## src/verilog/ldmc_pkg.sv

```systemverilog
`default_nettype none
package ldmc_pkg;
   // =====================================================
   // register map: word index, byte address is four times the index
   localparam logic [9:0]  LDMC_IDX_DISPLAY_MODE  = 10'h040;
   localparam logic [9:0]  LDMC_IDX_MISC_CONTROL  = 10'h041;
   localparam logic [9:0]  LDMC_IDX_PIPE_STATUS   = 10'h080;
   localparam logic [11:0] LDMC_ADDR_DISPLAY_MODE = {LDMC_IDX_DISPLAY_MODE, 2'b00};
   localparam logic [11:0] LDMC_ADDR_MISC_CONTROL = {LDMC_IDX_MISC_CONTROL, 2'b00};
   localparam logic [11:0] LDMC_ADDR_PIPE_STATUS  = {LDMC_IDX_PIPE_STATUS, 2'b00};
   // =====================================================
   // field positions
   localparam int LDMC_BIT_BLANK     = 7;
   localparam int LDMC_BIT_ROT_HI    = 4;
   localparam int LDMC_BIT_DITH_DIS  = 1;
   localparam int LDMC_BIT_DPB_DIS   = 0;
   // =====================================================
   // reset values and write masks
   localparam logic [7:0] LDMC_RST_DISPLAY_MODE = 8'h00;
   localparam logic [7:0] LDMC_RST_MISC_CONTROL = 8'h00;
   localparam logic [7:0] LDMC_MASK_DISPLAY_MODE = 8'h97;
   localparam logic [7:0] LDMC_MASK_MISC_CONTROL = 8'h03;
   // =====================================================
   // colour depth codes
   localparam logic [2:0] LDMC_BPP_4  = 3'h2;
   localparam logic [2:0] LDMC_BPP_8  = 3'h3;
   localparam logic [2:0] LDMC_BPP_16 = 3'h5;
   localparam int         LDMC_PIX_W  = 16;
   typedef enum logic [3:0] {
      LDMC_ROT_0   = 4'h1,
      LDMC_ROT_90  = 4'h2,
      LDMC_ROT_180 = 4'h4,
      LDMC_ROT_270 = 4'h8
   } ldmc_rot_t;
endpackage
`default_nettype wire
```

## src/verilog/ldmc_display_mode.sv

```systemverilog
// Functional notes
// - blank bit set stops pipeline and forces all lcd data to zero.
// - upper rotation bit set rotates image 180 degrees.
// - rotation bits decode to 0, 90, 180, 270 degrees; lower bit external.
// - depth codes 010=4, 011=8, 101=16 bpp; others reserved.
// - 16 bpp bypasses the colour lookup table.
// - dither disable limits passive 16 bpp to 4096 colours.
// - active-matrix panels get up to 64K colours.
// - dual buffer disable bit turns the dual panel buffer off.
// - single panel forces buffer off, disable bit ignored.
//
// Implementation choice: the APB register port.
`timescale 1ns/1ps
`default_nettype none
module ldmc_display_mode (
   input  wire logic                            mclk,
   input  wire logic                            rst,
   input  wire logic                            psel,
   input  wire logic                            penable,
   input  wire logic                            pwrite,
   input  wire logic [11:0]                     paddr,
   input  wire logic [31:0]                     pwdata,
   input  wire logic [3:0]                      pstrb,
   output logic      [31:0]                     prdata,
   output logic                                 pready,
   output logic                                 pslverr,
   input  wire logic                            rotLowBit,
   input  wire logic                            singlePanel,
   input  wire logic                            activeMatrix,
   input  wire logic [ldmc_pkg::LDMC_PIX_W-1:0] rawPixel,
   input  wire logic [ldmc_pkg::LDMC_PIX_W-1:0] lutPixel,
   output logic      [ldmc_pkg::LDMC_PIX_W-1:0] lcdData,
   output logic                                 pipeEnable,
   output logic                                 lutBypass,
   output logic                                 dualBufEnable,
   output ldmc_pkg::ldmc_rot_t                  rotation,
   output logic      [2:0]                      depthBpp,
   output logic                                 depthValid
);
   import ldmc_pkg::*;

   // ===================================================
   // apb slave
   logic [7:0] modeReg;
   logic [7:0] miscReg;
   logic       wrEn;
   logic       rdEn;
   logic       hitMode;
   logic       hitMisc;
   logic       hitStat;

   assign hitMode = (paddr == LDMC_ADDR_DISPLAY_MODE);
   assign hitMisc = (paddr == LDMC_ADDR_MISC_CONTROL);
   assign hitStat = (paddr == LDMC_ADDR_PIPE_STATUS);
   assign wrEn    = psel && penable && pwrite && pstrb[0];
   assign rdEn    = psel && penable && !pwrite;
   // zero wait states keeps the bus simple
   assign pready  = 1'b1;
   assign pslverr = psel && penable && !(hitMode || hitMisc || hitStat);

   always_ff @(posedge mclk or posedge rst) begin
      if (rst) begin
         modeReg <= LDMC_RST_DISPLAY_MODE;
      end else if (wrEn && hitMode) begin
         modeReg <= pwdata[7:0] & LDMC_MASK_DISPLAY_MODE;
      end
   end

   always_ff @(posedge mclk or posedge rst) begin
      if (rst) begin
         miscReg <= LDMC_RST_MISC_CONTROL;
      end else if (wrEn && hitMisc) begin
         miscReg <= pwdata[7:0] & LDMC_MASK_MISC_CONTROL;
      end
   end

   always_comb begin
      prdata = 32'h0000_0000;
      if (rdEn && hitMode) begin
         prdata = {24'h00_0000, modeReg};
      end else if (rdEn && hitMisc) begin
         prdata = {24'h00_0000, miscReg};
      end else if (rdEn && hitStat) begin
         prdata = {26'h000_0000, depthValid, lutBypass, dualBufEnable, pipeEnable, rotation[2], rotation[1]};
      end
   end

   // ===================================================
   // mode decode
   logic blank;
   assign blank      = modeReg[LDMC_BIT_BLANK];
   assign pipeEnable = !blank;
   assign depthBpp   = modeReg[2:0];

   always_comb begin
      unique case (depthBpp)
         LDMC_BPP_4, LDMC_BPP_8, LDMC_BPP_16: depthValid = 1'b1;
         default: depthValid = 1'b0;
      endcase
   end

   always_comb begin
      unique case ({modeReg[LDMC_BIT_ROT_HI], rotLowBit})
         2'b00: rotation = LDMC_ROT_0;
         2'b01: rotation = LDMC_ROT_90;
         2'b10: rotation = LDMC_ROT_180;
         2'b11: rotation = LDMC_ROT_270;
      endcase
   end

   // single panel always wins over the software bit
   assign dualBufEnable = !singlePanel && !miscReg[LDMC_BIT_DPB_DIS];

   // ===================================================
   // pixel output
   ldmc_pixel_path u_path (
      .mclk          (mclk),
      .rst           (rst),
      .blank         (blank),
      .bppSel        (depthBpp),
      .ditherDisable (miscReg[LDMC_BIT_DITH_DIS]),
      .activeMatrix  (activeMatrix),
      .rawPixel      (rawPixel),
      .lutPixel      (lutPixel),
      .lcdData       (lcdData),
      .lutBypass     (lutBypass)
   );

   // ===================================================
   // bus side checks
   // refused writes must leave both registers alone
   a_write_takes: assert property (@(posedge mclk) disable iff (rst)
      wrEn && hitMode
      |=> modeReg == $past(pwdata[7:0] & LDMC_MASK_DISPLAY_MODE))
      else $error("write lost");

   a_misc_takes: assert property (@(posedge mclk) disable iff (rst)
      wrEn && hitMisc
      |=> miscReg == $past(pwdata[7:0] & LDMC_MASK_MISC_CONTROL))
      else $error("misc write lost");

   a_strb_gate: assert property (@(posedge mclk) disable iff (rst)
      psel && penable && pwrite && !pstrb[0]
      |=> $stable(modeReg) && $stable(miscReg))
      else $error("write without strobe landed");

   a_read_keeps: assert property (@(posedge mclk) disable iff (rst)
      rdEn
      |=> $stable(modeReg) && $stable(miscReg))
      else $error("read changed a register");

   a_err_keeps: assert property (@(posedge mclk) disable iff (rst)
      psel && penable && pwrite && pslverr
      |=> $stable(modeReg) && $stable(miscReg))
      else $error("refused write landed");

   a_err_setup: assert property (@(posedge mclk) disable iff (rst)
      psel && !penable
      |-> !pslverr)
      else $error("error outside access phase");

   a_err_mapped: assert property (@(posedge mclk) disable iff (rst)
      psel && penable && (hitMode || hitMisc || hitStat)
      |-> !pslverr)
      else $error("error on mapped register");

   a_err_unaligned: assert property (@(posedge mclk) disable iff (rst)
      psel && penable && paddr[1:0] != 2'b00
      |-> pslverr)
      else $error("unaligned access accepted");

   a_rdata_idle: assert property (@(posedge mclk) disable iff (rst)
      !(psel && penable)
      |-> prdata == 32'h0000_0000)
      else $error("read data outside access");

   a_rdata_mode: assert property (@(posedge mclk) disable iff (rst)
      rdEn && hitMode
      |-> prdata == {24'h00_0000, modeReg})
      else $error("mode read data wrong");

   a_rdata_misc: assert property (@(posedge mclk) disable iff (rst)
      rdEn && hitMisc
      |-> prdata == {24'h00_0000, miscReg})
      else $error("misc read data wrong");

   a_mode_masked: assert property (@(posedge mclk) disable iff (rst)
      $changed(modeReg)
      |-> (modeReg & ~LDMC_MASK_DISPLAY_MODE) == 8'h00)
      else $error("unused mode bit set");

   a_misc_masked: assert property (@(posedge mclk) disable iff (rst)
      $changed(miscReg)
      |-> (miscReg & ~LDMC_MASK_MISC_CONTROL) == 8'h00)
      else $error("unused misc bit set");

   // ===================================================
   // blanking checks
   // blank acts one cycle late on the registered data
   a_blank_zero: assert property (@(posedge mclk) disable iff (rst)
      $past(blank)
      |-> lcdData == '0)
      else $error("lcd data not zero while blanked");

   a_pipe_off: assert property (@(posedge mclk) disable iff (rst)
      blank
      |-> !pipeEnable)
      else $error("pipeline running while blanked");

   a_pipe_run: assert property (@(posedge mclk) disable iff (rst)
      !blank
      |-> pipeEnable)
      else $error("pipeline stopped while not blanked");

   // ===================================================
   // depth checks
   // reserved codes fall back to the lut path
   a_depth_code: assert property (@(posedge mclk) disable iff (rst)
      depthBpp == 3'h4
      |-> !depthValid)
      else $error("reserved depth accepted");

   a_depth_4: assert property (@(posedge mclk) disable iff (rst)
      depthBpp == LDMC_BPP_4
      |-> depthValid)
      else $error("4 bpp refused");

   a_depth_8: assert property (@(posedge mclk) disable iff (rst)
      depthBpp == LDMC_BPP_8
      |-> depthValid)
      else $error("8 bpp refused");

   a_depth_16: assert property (@(posedge mclk) disable iff (rst)
      depthBpp == LDMC_BPP_16
      |-> depthValid)
      else $error("16 bpp refused");

   a_depth_res_lo: assert property (@(posedge mclk) disable iff (rst)
      depthBpp < 3'h2
      |-> !depthValid)
      else $error("low reserved depth accepted");

   a_depth_res_hi: assert property (@(posedge mclk) disable iff (rst)
      depthBpp > 3'h5
      |-> !depthValid)
      else $error("high reserved depth accepted");

   a_lut_bypass: assert property (@(posedge mclk) disable iff (rst)
      depthBpp == LDMC_BPP_16
      |-> lutBypass)
      else $error("lut bypass wrong");

   // ===================================================
   // rotation checks
   // lower bit arrives as a level from elsewhere
   a_rot_half: assert property (@(posedge mclk) disable iff (rst)
      modeReg[LDMC_BIT_ROT_HI] && !rotLowBit
      |-> rotation == LDMC_ROT_180)
      else $error("180 rotation wrong");

   a_rot_decode: assert property (@(posedge mclk) disable iff (rst)
      rotLowBit && !modeReg[LDMC_BIT_ROT_HI]
      |-> rotation == LDMC_ROT_90)
      else $error("90 rotation wrong");

   a_rot_none: assert property (@(posedge mclk) disable iff (rst)
      !rotLowBit && !modeReg[LDMC_BIT_ROT_HI]
      |-> rotation == LDMC_ROT_0)
      else $error("normal rotation wrong");

   a_rot_full: assert property (@(posedge mclk) disable iff (rst)
      rotLowBit && modeReg[LDMC_BIT_ROT_HI]
      |-> rotation == LDMC_ROT_270)
      else $error("270 rotation wrong");

   a_rot_onehot: assert property (@(posedge mclk) disable iff (rst)
      $changed(rotation)
      |-> $onehot(rotation))
      else $error("rotation not one-hot");

   // ===================================================
   // pixel data checks
   // dither cut keeps 4 bits of each primary
   a_lut_path: assert property (@(posedge mclk) disable iff (rst)
      !blank && !lutBypass
      |=> lcdData == $past(lutPixel))
      else $error("lut pixel not passed");

   a_dither_cut: assert property (@(posedge mclk) disable iff (rst)
      !blank && lutBypass && miscReg[LDMC_BIT_DITH_DIS] && !activeMatrix
      |=> lcdData[11] == 1'b0 && lcdData[0] == 1'b0)
      else $error("4096 colour limit missed");

   a_dither_green: assert property (@(posedge mclk) disable iff (rst)
      !blank && lutBypass && miscReg[LDMC_BIT_DITH_DIS] && !activeMatrix
      |=> lcdData[6:5] == 2'b00)
      else $error("green not cut to 4 bits");

   a_dither_keep: assert property (@(posedge mclk) disable iff (rst)
      !blank && lutBypass && miscReg[LDMC_BIT_DITH_DIS] && !activeMatrix
      |=> lcdData[15:12] == $past(rawPixel[15:12]) && lcdData[10:7] == $past(rawPixel[10:7]))
      else $error("upper colour bits lost");

   a_dither_off: assert property (@(posedge mclk) disable iff (rst)
      !blank && lutBypass && !miscReg[LDMC_BIT_DITH_DIS]
      |=> lcdData == $past(rawPixel))
      else $error("full colour cut with dither on");

   a_active_full: assert property (@(posedge mclk) disable iff (rst)
      !blank && lutBypass && activeMatrix
      |=> lcdData == $past(rawPixel))
      else $error("tft depth cut");

   a_dither_other: assert property (@(posedge mclk) disable iff (rst)
      !blank && !lutBypass && miscReg[LDMC_BIT_DITH_DIS]
      |=> lcdData == $past(lutPixel))
      else $error("dither disable hit other depth");

   a_dither_active: assert property (@(posedge mclk) disable iff (rst)
      !blank && lutBypass && activeMatrix && miscReg[LDMC_BIT_DITH_DIS]
      |=> lcdData == $past(rawPixel))
      else $error("dither disable hit active panel");

   // ===================================================
   // dual buffer checks
   // single panel overrides the software bit
   a_dpb_off: assert property (@(posedge mclk) disable iff (rst)
      miscReg[LDMC_BIT_DPB_DIS]
      |-> !dualBufEnable)
      else $error("dual buffer not off");

   a_single_panel: assert property (@(posedge mclk) disable iff (rst)
      singlePanel
      |-> !dualBufEnable)
      else $error("single panel buffer on");

   a_dpb_on: assert property (@(posedge mclk) disable iff (rst)
      !singlePanel && !miscReg[LDMC_BIT_DPB_DIS]
      |-> dualBufEnable)
      else $error("dual buffer not on");

endmodule // ldmc_display_mode
`default_nettype wire

```

## src/verilog/ldmc_pixel_path.sv

```systemverilog
`timescale 1ns/1ps
`default_nettype none
module ldmc_pixel_path (
   input  wire logic                           mclk,
   input  wire logic                           rst,
   input  wire logic                           blank,
   input  wire logic [2:0]                     bppSel,
   input  wire logic                           ditherDisable,
   input  wire logic                           activeMatrix,
   input  wire logic [ldmc_pkg::LDMC_PIX_W-1:0] rawPixel,
   input  wire logic [ldmc_pkg::LDMC_PIX_W-1:0] lutPixel,
   output logic      [ldmc_pkg::LDMC_PIX_W-1:0] lcdData,
   output logic                                lutBypass
);
   import ldmc_pkg::*;
   logic                  is16;
   logic                  reduce;
   logic [LDMC_PIX_W-1:0] next_data;

   assign is16      = (bppSel == LDMC_BPP_16);
   assign lutBypass = is16;
   // dither only matters for passive 16 bpp
   assign reduce    = is16 && ditherDisable && !activeMatrix;

   always_comb begin
      if (!is16) begin
         next_data = lutPixel;
      end else if (reduce) begin
         // 4 bits per primary: 4096 colours
         next_data = {rawPixel[15:12], 1'b0, rawPixel[10:7], 2'b00, rawPixel[4:1], 1'b0};
      end else begin
         next_data = rawPixel;
      end
   end

   always_ff @(posedge mclk or posedge rst) begin
      if (rst) begin
         lcdData <= '0;
      end else if (blank) begin
         lcdData <= '0;
      end else begin
         lcdData <= next_data;
      end
   end
endmodule // ldmc_pixel_path
`default_nettype wire

```

## config.mk

```make
export PLATFORM = sky130hd
export DESIGN_NAME = ldmc_display_mode
export DESIGN_NICKNAME = d
export VERILOG_FILES = /design/src/verilog/ldmc_pkg.sv /design/src/verilog/ldmc_display_mode.sv /design/src/verilog/ldmc_pixel_path.sv
export SDC_FILE = /design/constraint.sdc
export NUM_CORES = 1
export LEC_CHECK = 0
export ABC_AREA = 1
export BUFFER_PORTS_ARGS = -buffer_cell sky130_fd_sc_hd__buf_2
export CORE_AREA = 2 2 66 68
export CTS_BUF_LIST = sky130_fd_sc_hd__clkbuf_4 sky130_fd_sc_hd__clkbuf_8 sky130_fd_sc_hd__clkbuf_16
export CTS_CLUSTER_DIAMETER = 100
export CTS_CLUSTER_SIZE = 20
export DETAILED_ROUTE_END_ITERATION = 12
export DIE_AREA = 0 0 68 70
export MAX_ROUTING_LAYER = met4
export PLACE_DENSITY_LB_ADDON = 0.3
export REMOVE_ABC_BUFFERS = 1
export SETUP_SLACK_MARGIN = 0.2
export SLEW_MARGIN = 10
export SYNTH_ARGS = -nofsm -noshare
export SYNTH_HDL_FRONTEND = slang
export SYNTH_SLANG_ARGS = --single-unit
export TNS_END_PERCENT = 10
```

## constraint.sdc

```tcl
create_clock -name mclk -period 1.7 [get_ports mclk]
set_input_delay 0.085 -clock mclk [delete_from_list [all_inputs] [get_ports mclk]]
set_output_delay 0.085 -clock mclk [all_outputs]
set_load 0.02 [all_outputs]
```

# After elaboration in Yosys (flattened, before gate mapping)
# Cells that the tools add are included.
# totals
regBits,23
in_bits,88
out_inout_bits,61
# classes
n_eq_ne,9
n_reduce_logical,23
mux,8
# op_table
operator,n
2-to-1 mux 16 bit,2
equality test 12 x 9 -> 1 bit (second input constant),2
one-hot mux 4 bit (4 select lines),1
logical AND 1 bit,13
equality test 12 x 10 -> 1 bit (second input constant),1
2-to-1 mux 12 bit,1
2-to-1 mux 6 bit,2
2-to-1 mux 8 bit,1
equality test 3 x 2 -> 1 bit (second input constant),2
logical NOT 1 bit,6
equality test 2 bit (second input constant),2
equality test 3 bit (second input constant),1
OR reduction 3 bit,1
equality test 2 x 1 -> 1 bit (second input constant),1
logical NOT 2 bit,1
logical OR 1 bit,2
2-to-1 mux 1 bit,1

# Depth between registers and ports, before layout
# Gate-level depths: netlist of run 1.
# depth
word_depth,6
depth_mapped,7
ltp_nobuf,7

# Cells and area by module
# A second synthesis of run 1 with hierarchy kept.
# hier_totals
hier_cells,236
area_unflattened_um2,1665.3
# by_module_without_submodules
mod,cells_per_inst,area_per_inst_um2,instances
ldmc_display_mode,127,878.3,1
ldmc_pixel_path,109,787.0,1

# Worst setup path after synthesis of run 1
# OpenSTA, ideal clock, no wires.
# synth_timing
path_type,reg-to-output
startpoint,register modeReg[1]
endpoint,output prdata[5]
t_arrival_ps,1373
setup_slack_ps,242
stages_incl_launch_ff,5
cell_sequence,dfrtp_1 -> inv_1 -> o21ai_0 -> inv_1 -> nor2_1
# synth_via
elab_chain_cells,6
# synth_lines
item,line,source
from (decl),ldmc_display_mode.sv:44,logic [7:0] modeReg;
from (signal assigned),ldmc_display_mode.sv:65,modeReg <= pwdata[7:0] & LDMC_MASK_DISPLAY_MODE;
equality test 3 bit or equality test 3 x 2 -> 1 bit (tied branches),ldmc_display_mode.sv:96,unique case (depthBpp)
OR reduction 3 bit (*),ldmc_display_mode.sv:96,
2-to-1 mux 1 bit (*),ldmc_display_mode.sv:96,
via depthValid,ldmc_display_mode.sv:38,output logic depthValid
2-to-1 mux 6 bit (*),ldmc_display_mode.sv:83,end else if (rdEn && hitStat) begin
2-to-1 mux 6 bit (*),ldmc_display_mode.sv:81,end else if (rdEn && hitMisc) begin
2-to-1 mux 8 bit (*),ldmc_display_mode.sv:79,if (rdEn && hitMode) begin
to (decl),ldmc_display_mode.sv:24,"output logic [31:0] prdata,"
# The timed path passes the listed nets; every way through them passes the cells marked *.

# Worst setup path in the final report of run 1
# layout_timing
startpoint,register modeReg[1]
endpoint,output lutBypass
# layout_via
elab_chain_cells,1
# layout_lines
item,line,source
equality test 3 bit,ldmc_pixel_path.sv:20,assign is16 = (bppSel == LDMC_BPP_16);
to (decl),ldmc_display_mode.sv:34,"output logic lutBypass,"
# No other way between the ends.

==> impl_metrics.env, run 1 <==
export IMPL_r2r_start="modeReg[1]"
export IMPL_reg2reg_slack_ns=0.49
export IMPL_min_period_over_period_pct=86.3
export IMPL_crit_start="modeReg[1]"
export IMPL_antenna_left=0
export IMPL_seqPwrFrac_pct=49.4
export IMPL_rr_endpoint="u_path.lcdData[6]"
export IMPL_max_freq_ghz=0.681
export IMPL_vias=1464
export IMPL_layout_drive_gt1_share_pct=41.7
export IMPL_setup_viol=0
export IMPL_drc=0
export IMPL_overflow=0
export IMPL_worstSetupEndpointType="primary output"
export IMPL_initial_core_util_pct=38.0
export IMPL_die_area_um2=4760
export IMPL_synth_cell_types=23
export IMPL_cts_tree="built"
export IMPL_hp_class="in2reg"
export IMPL_switching_share_pct=29.1
export IMPL_cts_htree_levels=1
export IMPL_grt_max_degree=24
export IMPL_grt_pass1_wl_um=5330
export IMPL_critPathLaunchType="flop"
export IMPL_final_setup_worst_slack_ns=0.232
export IMPL_num_rows=24
export IMPL_power_switching_uw=336
export IMPL_synth_top_area_cell="dfrtp_1"
export IMPL_ys_seq_area_share_pct=36.5
export IMPL_status="finished, final reports clean"
export IMPL_num_antenna_cells=0
export IMPL_yosys_register_bits=23
export IMPL_post_place_ws_ns=0.309
export IMPL_worst_ep_arrival_time_ns=1.38
export IMPL_grt_pass1_vias=1271
export IMPL_power_density_nw_per_um2=558
export IMPL_syn_avg_cell_area_um2=7.54
export IMPL_clk_path_buf_depth=2
export IMPL_max_cap_viol_count=0
export IMPL_syn_area_um2=1580
export IMPL_synthCells=209
export IMPL_pwr_share_clk_pct=28.6
export IMPL_max_vdd_ir_drop_mv=0.425
export IMPL_gr_usage_all_layers_pct=14.7
export IMPL_hold_viol=0
export IMPL_clock_sinks=23
export IMPL_layout_commonest_cell="buf_2"
export IMPL_fin_crit_ns=1.47
export IMPL_die_y_um=70
export IMPL_worst_ep_required_time_ns=1.62
export IMPL_routabilityCongestion=0.773
export IMPL_tns_ns=0
export IMPL_clock_latency_ns=0.26
export IMPL_numPortBuffers=92
export IMPL_cts_root_buffer="clkbuf_8"
export IMPL_dr_pass1_iters=4
export IMPL_pin_count=149
export IMPL_final_nets=391
export IMPL_cts_buffers=3
export IMPL_syn_to_final_growth_pct=31.0
export IMPL_p_int_uw=817
export IMPL_core_area_um2=4140
export IMPL_p_comb_share_pct=22.0
export IMPL_crit_path_end="lutBypass"
export IMPL_drt_initial_drc_count=50
export IMPL_maxSlewViolCount=0
export IMPL_antenna_found_initial=0
export IMPL_p_leak_uw=0.00121
export IMPL_wl_per_cell_um=9.92
export IMPL_critPathMaxFanout=21
export IMPL_die_width_um=68
export IMPL_crit_type="reg2out"
export IMPL_yosys_warnings=0
export IMPL_via_per_inst=4.14
export IMPL_synth_top_area_share_pct=36.5
export IMPL_path_clk_slew_ns=0.08
export IMPL_skew_ns=0.00138
export IMPL_wirelength_um=3510
export IMPL_hpwl_um=2770
export IMPL_r2r_cells=6
export IMPL_grt_setup_unrepaired="yes"
export IMPL_netlist_top_cells_area="dfrtp_1 (37%), buf_4 (14%), nor2_1 (8.1%)"
export IMPL_final_cell_mix="buf_2 (92), nor2_1 (34), inv_1 (26), conb_1 (26), nand2_1 (24)"
## worst min path at each step
stage | startpoint | end | cells past startpoint
floorplan | rst | miscReg[0] | 1
global placement | rst | u_path.lcdData[12] | 3
detailed placement | rst | u_path.lcdData[12] | 3
CTS | pwdata[0] | miscReg[0] | 3
global route | pwdata[0] | miscReg[0] | 3
finish | pwdata[0] | miscReg[0] | 3
## stage by stage
| step | total power [uW] | utilization (%) | instance area [um^2] | hold WS [ns] | cells |
|---|---|---|---|---|---|
| 5_1_grt | 1230 | 49.8 | 2070 | 0.0452 | 354 |
| 3_5_place_dp | 834 | 47.5 | 1970 | 0.140 | 346 |
| 2_1_floorplan | 732 | - | 1430 | 0.0869 | 200 |
| 3_3_place_gp | 832 | 47.5 | 1970 | 0.137 | 346 |
| 4_1_cts | 1170 | 49.4 | 2050 | 0.0348 | 352 |
| 6_report | 1150 | 49.8 | 2070 | 0.0418 | 354 |
## routing by layer
metal  global-route usage, %  wire, um  vias up
met4                    4.44        52        0
li1                        -         -      779
met5                       -         0        -
met3                    3.38       301        4
met1                    16.8      1410      618
met2                    25.1      1750       63
## cells in the mapped netlist (all sizes together)
library cell,instances
inv,31
buf,32
clkbuf,1
nand2,27
a21oi,4
nand3,9
o21ai,29
nand4,6
nor3,1
nor2,44
conb,2
dfrtp,23
## critical path, stage by stage (launching register included)
cell     delay [ns]
dfrtp_1        0.43
inv_1          0.15
nand3_4        0.09
inv_2          0.07
buf_6          0.19
buf_2          0.19
## flip-flops by register name, indices dropped and copies added, names as in the netlist
name	flops
miscReg	2
modeReg	5
u_path.lcdData	16
## what timing repair did
item	4_1_cts	5_1_grt
setup endpoints to repair	4	4
hold buffers	1	0
setup buffers	1	2
endpoints found under the hold margin	23	0
gates resized for setup	4	1
## layout make-up
class                      instances  area [um^2]
inverter                          31          120
sequential                        23          576
clock inverter                     1         5.00
timing repair buffer              98          512
tap                               52         65.1
multi-input combinational        146          747
clock buffer                       3         41.3
fill                             410         2080
## power groups by stage
stage | Combinational [uW] | Clock, uW | Sequential, uW
after floorplan | 124 | 0 | 608
after global placement | 251 | 0 | 580
after detailed placement | 254 | 0 | 580
after CTS | 256 | 347 | 570
after global routing | 282 | 371 | 571
final | 254 | 329 | 569
## logic make-up (layout without fill, tap and decap cells)
| family | after synthesis | count (layout) | synth area share, % |
|---|---|---|---|
| compound gates | 33 | 33 | 10.7 |
| buf+inv | 64 | 133 | 22.5 |
| flops | 23 | 23 | 36.5 |
| other cells | 2 | 26 | 0.476 |
| simple gates | 87 | 87 | 29.8 |
No activity file was read; power rests on OpenSTA's default activity.
==> inputs of run 2 (changes only) <==
==> constraint.sdc (replaced) <==
create_clock -name mclk -period 1.7 [get_ports mclk]
set_input_delay 0.17 -clock mclk [delete_from_list [all_inputs] [get_ports mclk]]
set_output_delay 0.17 -clock mclk [all_outputs]
set_load 0.02 [all_outputs]
==> run 2 against run 1 <==
Net effect: combinational power barely moved; design area increased by 0.12%; final cell count unchanged; largest cell class unchanged; die area unchanged; first-iteration DRC count fell by 40%; sequential cell count unchanged; critical endpoint is now prdata[4]; register-to-register slack improved by 0.10 ns; clock skew rose by 0.0015 ns; total power rose by 0.80%.
==> impl_metrics.env, run 2 (same netlist as run 1, synthesis figures left out) <==
export IMPL_status="finished, final reports clean"
export IMPL_power_density_nw_per_um2=562
export IMPL_min_path_cells=3
export IMPL_switching_share_pct=29.6
export IMPL_num_antenna_cells=0
export IMPL_critPathMaxFanout=3
export IMPL_max_freq_ghz=0.694
export IMPL_reg2reg_slack_ns=0.59
export IMPL_min_to="miscReg[0]"
export IMPL_die_width_um=68
export IMPL_crit_type="reg2out"
export IMPL_vias=1479
export IMPL_power_uw=1160
export IMPL_layout_drive_gt1_share_pct=41.4
export IMPL_hpwl_um=2850
export IMPL_power_switching_uw=344
export IMPL_utilization_pct=49.9
export IMPL_min_period_over_period_pct=84.8
export IMPL_overflow=0
export IMPL_critPathLaunchType="flop"
export IMPL_grt_max_degree=24
export IMPL_antenna_found_initial=0
export IMPL_r2r_start="modeReg[1]"
export IMPL_final_nets=391
export IMPL_top_regs="u_path.lcdData x16, modeReg x5, miscReg x2"
export IMPL_grt_pass1_vias=1288
export IMPL_cts_buffers=3
export IMPL_routabilityCongestion=0.797
export IMPL_largest_reg_flops=16
export IMPL_holdCritStartpoint="pwdata[0]"
export IMPL_skew_ns=0.00290
export IMPL_clk_path_buf_depth=2
export IMPL_path_clk_slew_ns=0.08
export IMPL_worst_ep_required_time_ns=1.53
export IMPL_cts_root_buffer="clkbuf_8"
export IMPL_wl_per_cell_um=9.89
export IMPL_worst_ep_arrival_time_ns=1.27
export IMPL_die_area_um2=4760
export IMPL_clock_sinks=23
export IMPL_layout_commonest_cell="buf_2"
export IMPL_cts_htree_levels=1
export IMPL_p_leak_uw=0.00122
export IMPL_clock_latency_ns=0.26
export IMPL_tns_ns=0
export IMPL_largest_register="u_path.lcdData"
export IMPL_r2r_cells=6
export IMPL_multi_input_area_um2=739
export IMPL_dr_pass1_iters=4
export IMPL_final_cell_mix="buf_2 (90), nor2_1 (34), inv_1 (27)"
export IMPL_max_cap_viol_count=0
export IMPL_fin_crit_ns=1.44
export IMPL_wirelength_um=3500
export IMPL_drt_initial_drc_count=30
export IMPL_setup_viol=0
export IMPL_pin_count=149
export IMPL_p_comb_share_pct=22.0
export IMPL_antenna_left=0
export IMPL_syn_to_final_growth_pct=31.2
export IMPL_fillers=425
export IMPL_p_int_uw=818
export IMPL_drc=0
export IMPL_cts_tree="built"
export IMPL_worstSetupEndpointType="primary output"
export IMPL_via_per_inst=4.18
export IMPL_num_rows=24
export IMPL_max_vdd_ir_drop_mv=0.389
export IMPL_grt_pass1_wl_um=5410
export IMPL_numPortBuffers=92
export IMPL_core_area_um2=4140
export IMPL_initial_core_util_pct=38.0
export IMPL_grt_setup_unrepaired="yes"
export IMPL_seqPwrFrac_pct=49.0
export IMPL_pwr_share_clk_pct=29.1
export IMPL_rr_endpoint="u_path.lcdData[6]"
export IMPL_seq_area_um2=576
export IMPL_gr_usage_all_layers_pct=15.2
export IMPL_hp_class="in2reg"
export IMPL_maxSlewViolCount=0
export IMPL_die_y_um=70
export IMPL_hold_viol=0
-- run 2: cell types whose count changed in the layout (fill, tap and decap cells not counted) --
cell / before / now
buf_6: 1 / 0
inv_1: 26 / 27
buf_2: 92 / 90
buf_12: 0 / 1
nand3_2: 2 / 3
nand3_4: 3 / 2
buf_4: 4 / 6
clkinvlp_4: 1 / 0
-- run 2: worst max path at each step --
stage / start / end / slack [ns] / depth (start not counted)
2_1_floorplan: modeReg[1] / prdata[5] / 0.01 / 4
3_3_place_gp: paddr[10] / prdata[5] / 0.30 / 9
3_5_place_dp: paddr[6] / prdata[5] / 0.28 / 9
4_1_cts: modeReg[1] / prdata[5] / 0.23 / 6
5_1_grt: modeReg[1] / prdata[4] / 0.18 / 6
6_report: modeReg[1] / prdata[4] / 0.26 / 6
-- run 2: final cells by class --
cell class                 count  area share (%)
clock inverter                 1           0.242
sequential                    23            27.8
timing repair buffer          98            25.4
multi-input combinational    146            35.8
clock buffer                   3            2.00
inverter                      31            5.63
tap                           52            3.15
-- run 2: worst max-delay path: stages (launching register included) --
cell and delay (ns):
dfrtp_1 0.40, inv_1 0.10, nand3_2 0.10, inv_2 0.10
nand4_1 0.09, nand2_1 0.07, buf_2 0.15
-- run 2: repair_timing --
action / 4_1_cts / 5_1_grt
endpoints found under the hold margin: 23 / 0
gates resized for setup: 2 / 5
setup buffers: 1 / 0
hold buffers: 1 / 0
setup endpoints to repair: 2 / 3
-- run 2: power groups by stage --
| stage | logic, uW | clock network (uW) | registers [uW] |
|---|---|---|---|
| after floorplan | 124 | 0 | 608 |
| after global placement | 251 | 0 | 580 |
| after detailed placement | 254 | 0 | 580 |
| after CTS | 257 | 350 | 570 |
| after global routing | 282 | 375 | 572 |
| final | 255 | 338 | 569 |
-- run 2: stage by stage --
step | hold WS (ns) | std cells | setup WS, ns | cell area (um^2)
after floorplan | 0.172 | 200 | 0.0134 | 1430
after global placement | 0.223 | 348 | 0.304 | 1980
after detailed placement | 0.225 | 348 | 0.281 | 1980
after CTS | 0.117 | 354 | 0.234 | 2050
after global routing | 0.130 | 354 | 0.178 | 2070
final | 0.122 | 354 | 0.259 | 2070
-- run 2: routing by layer --
| layer | vias to the layer above | part of all wire [%] | wire length [um] | track usage [%] |
|---|---|---|---|---|
| li1 | 783 | - | - | - |
| met1 | 633 | 40 | 1390 | 17.6 |
| met2 | 61 | 49 | 1710 | 25.0 |
| met3 | 2 | 11 | 375 | 4.35 |
| met4 | 0 | 0.66 | 23 | 4.67 |
| met5 | - | 0 | 0 | - |
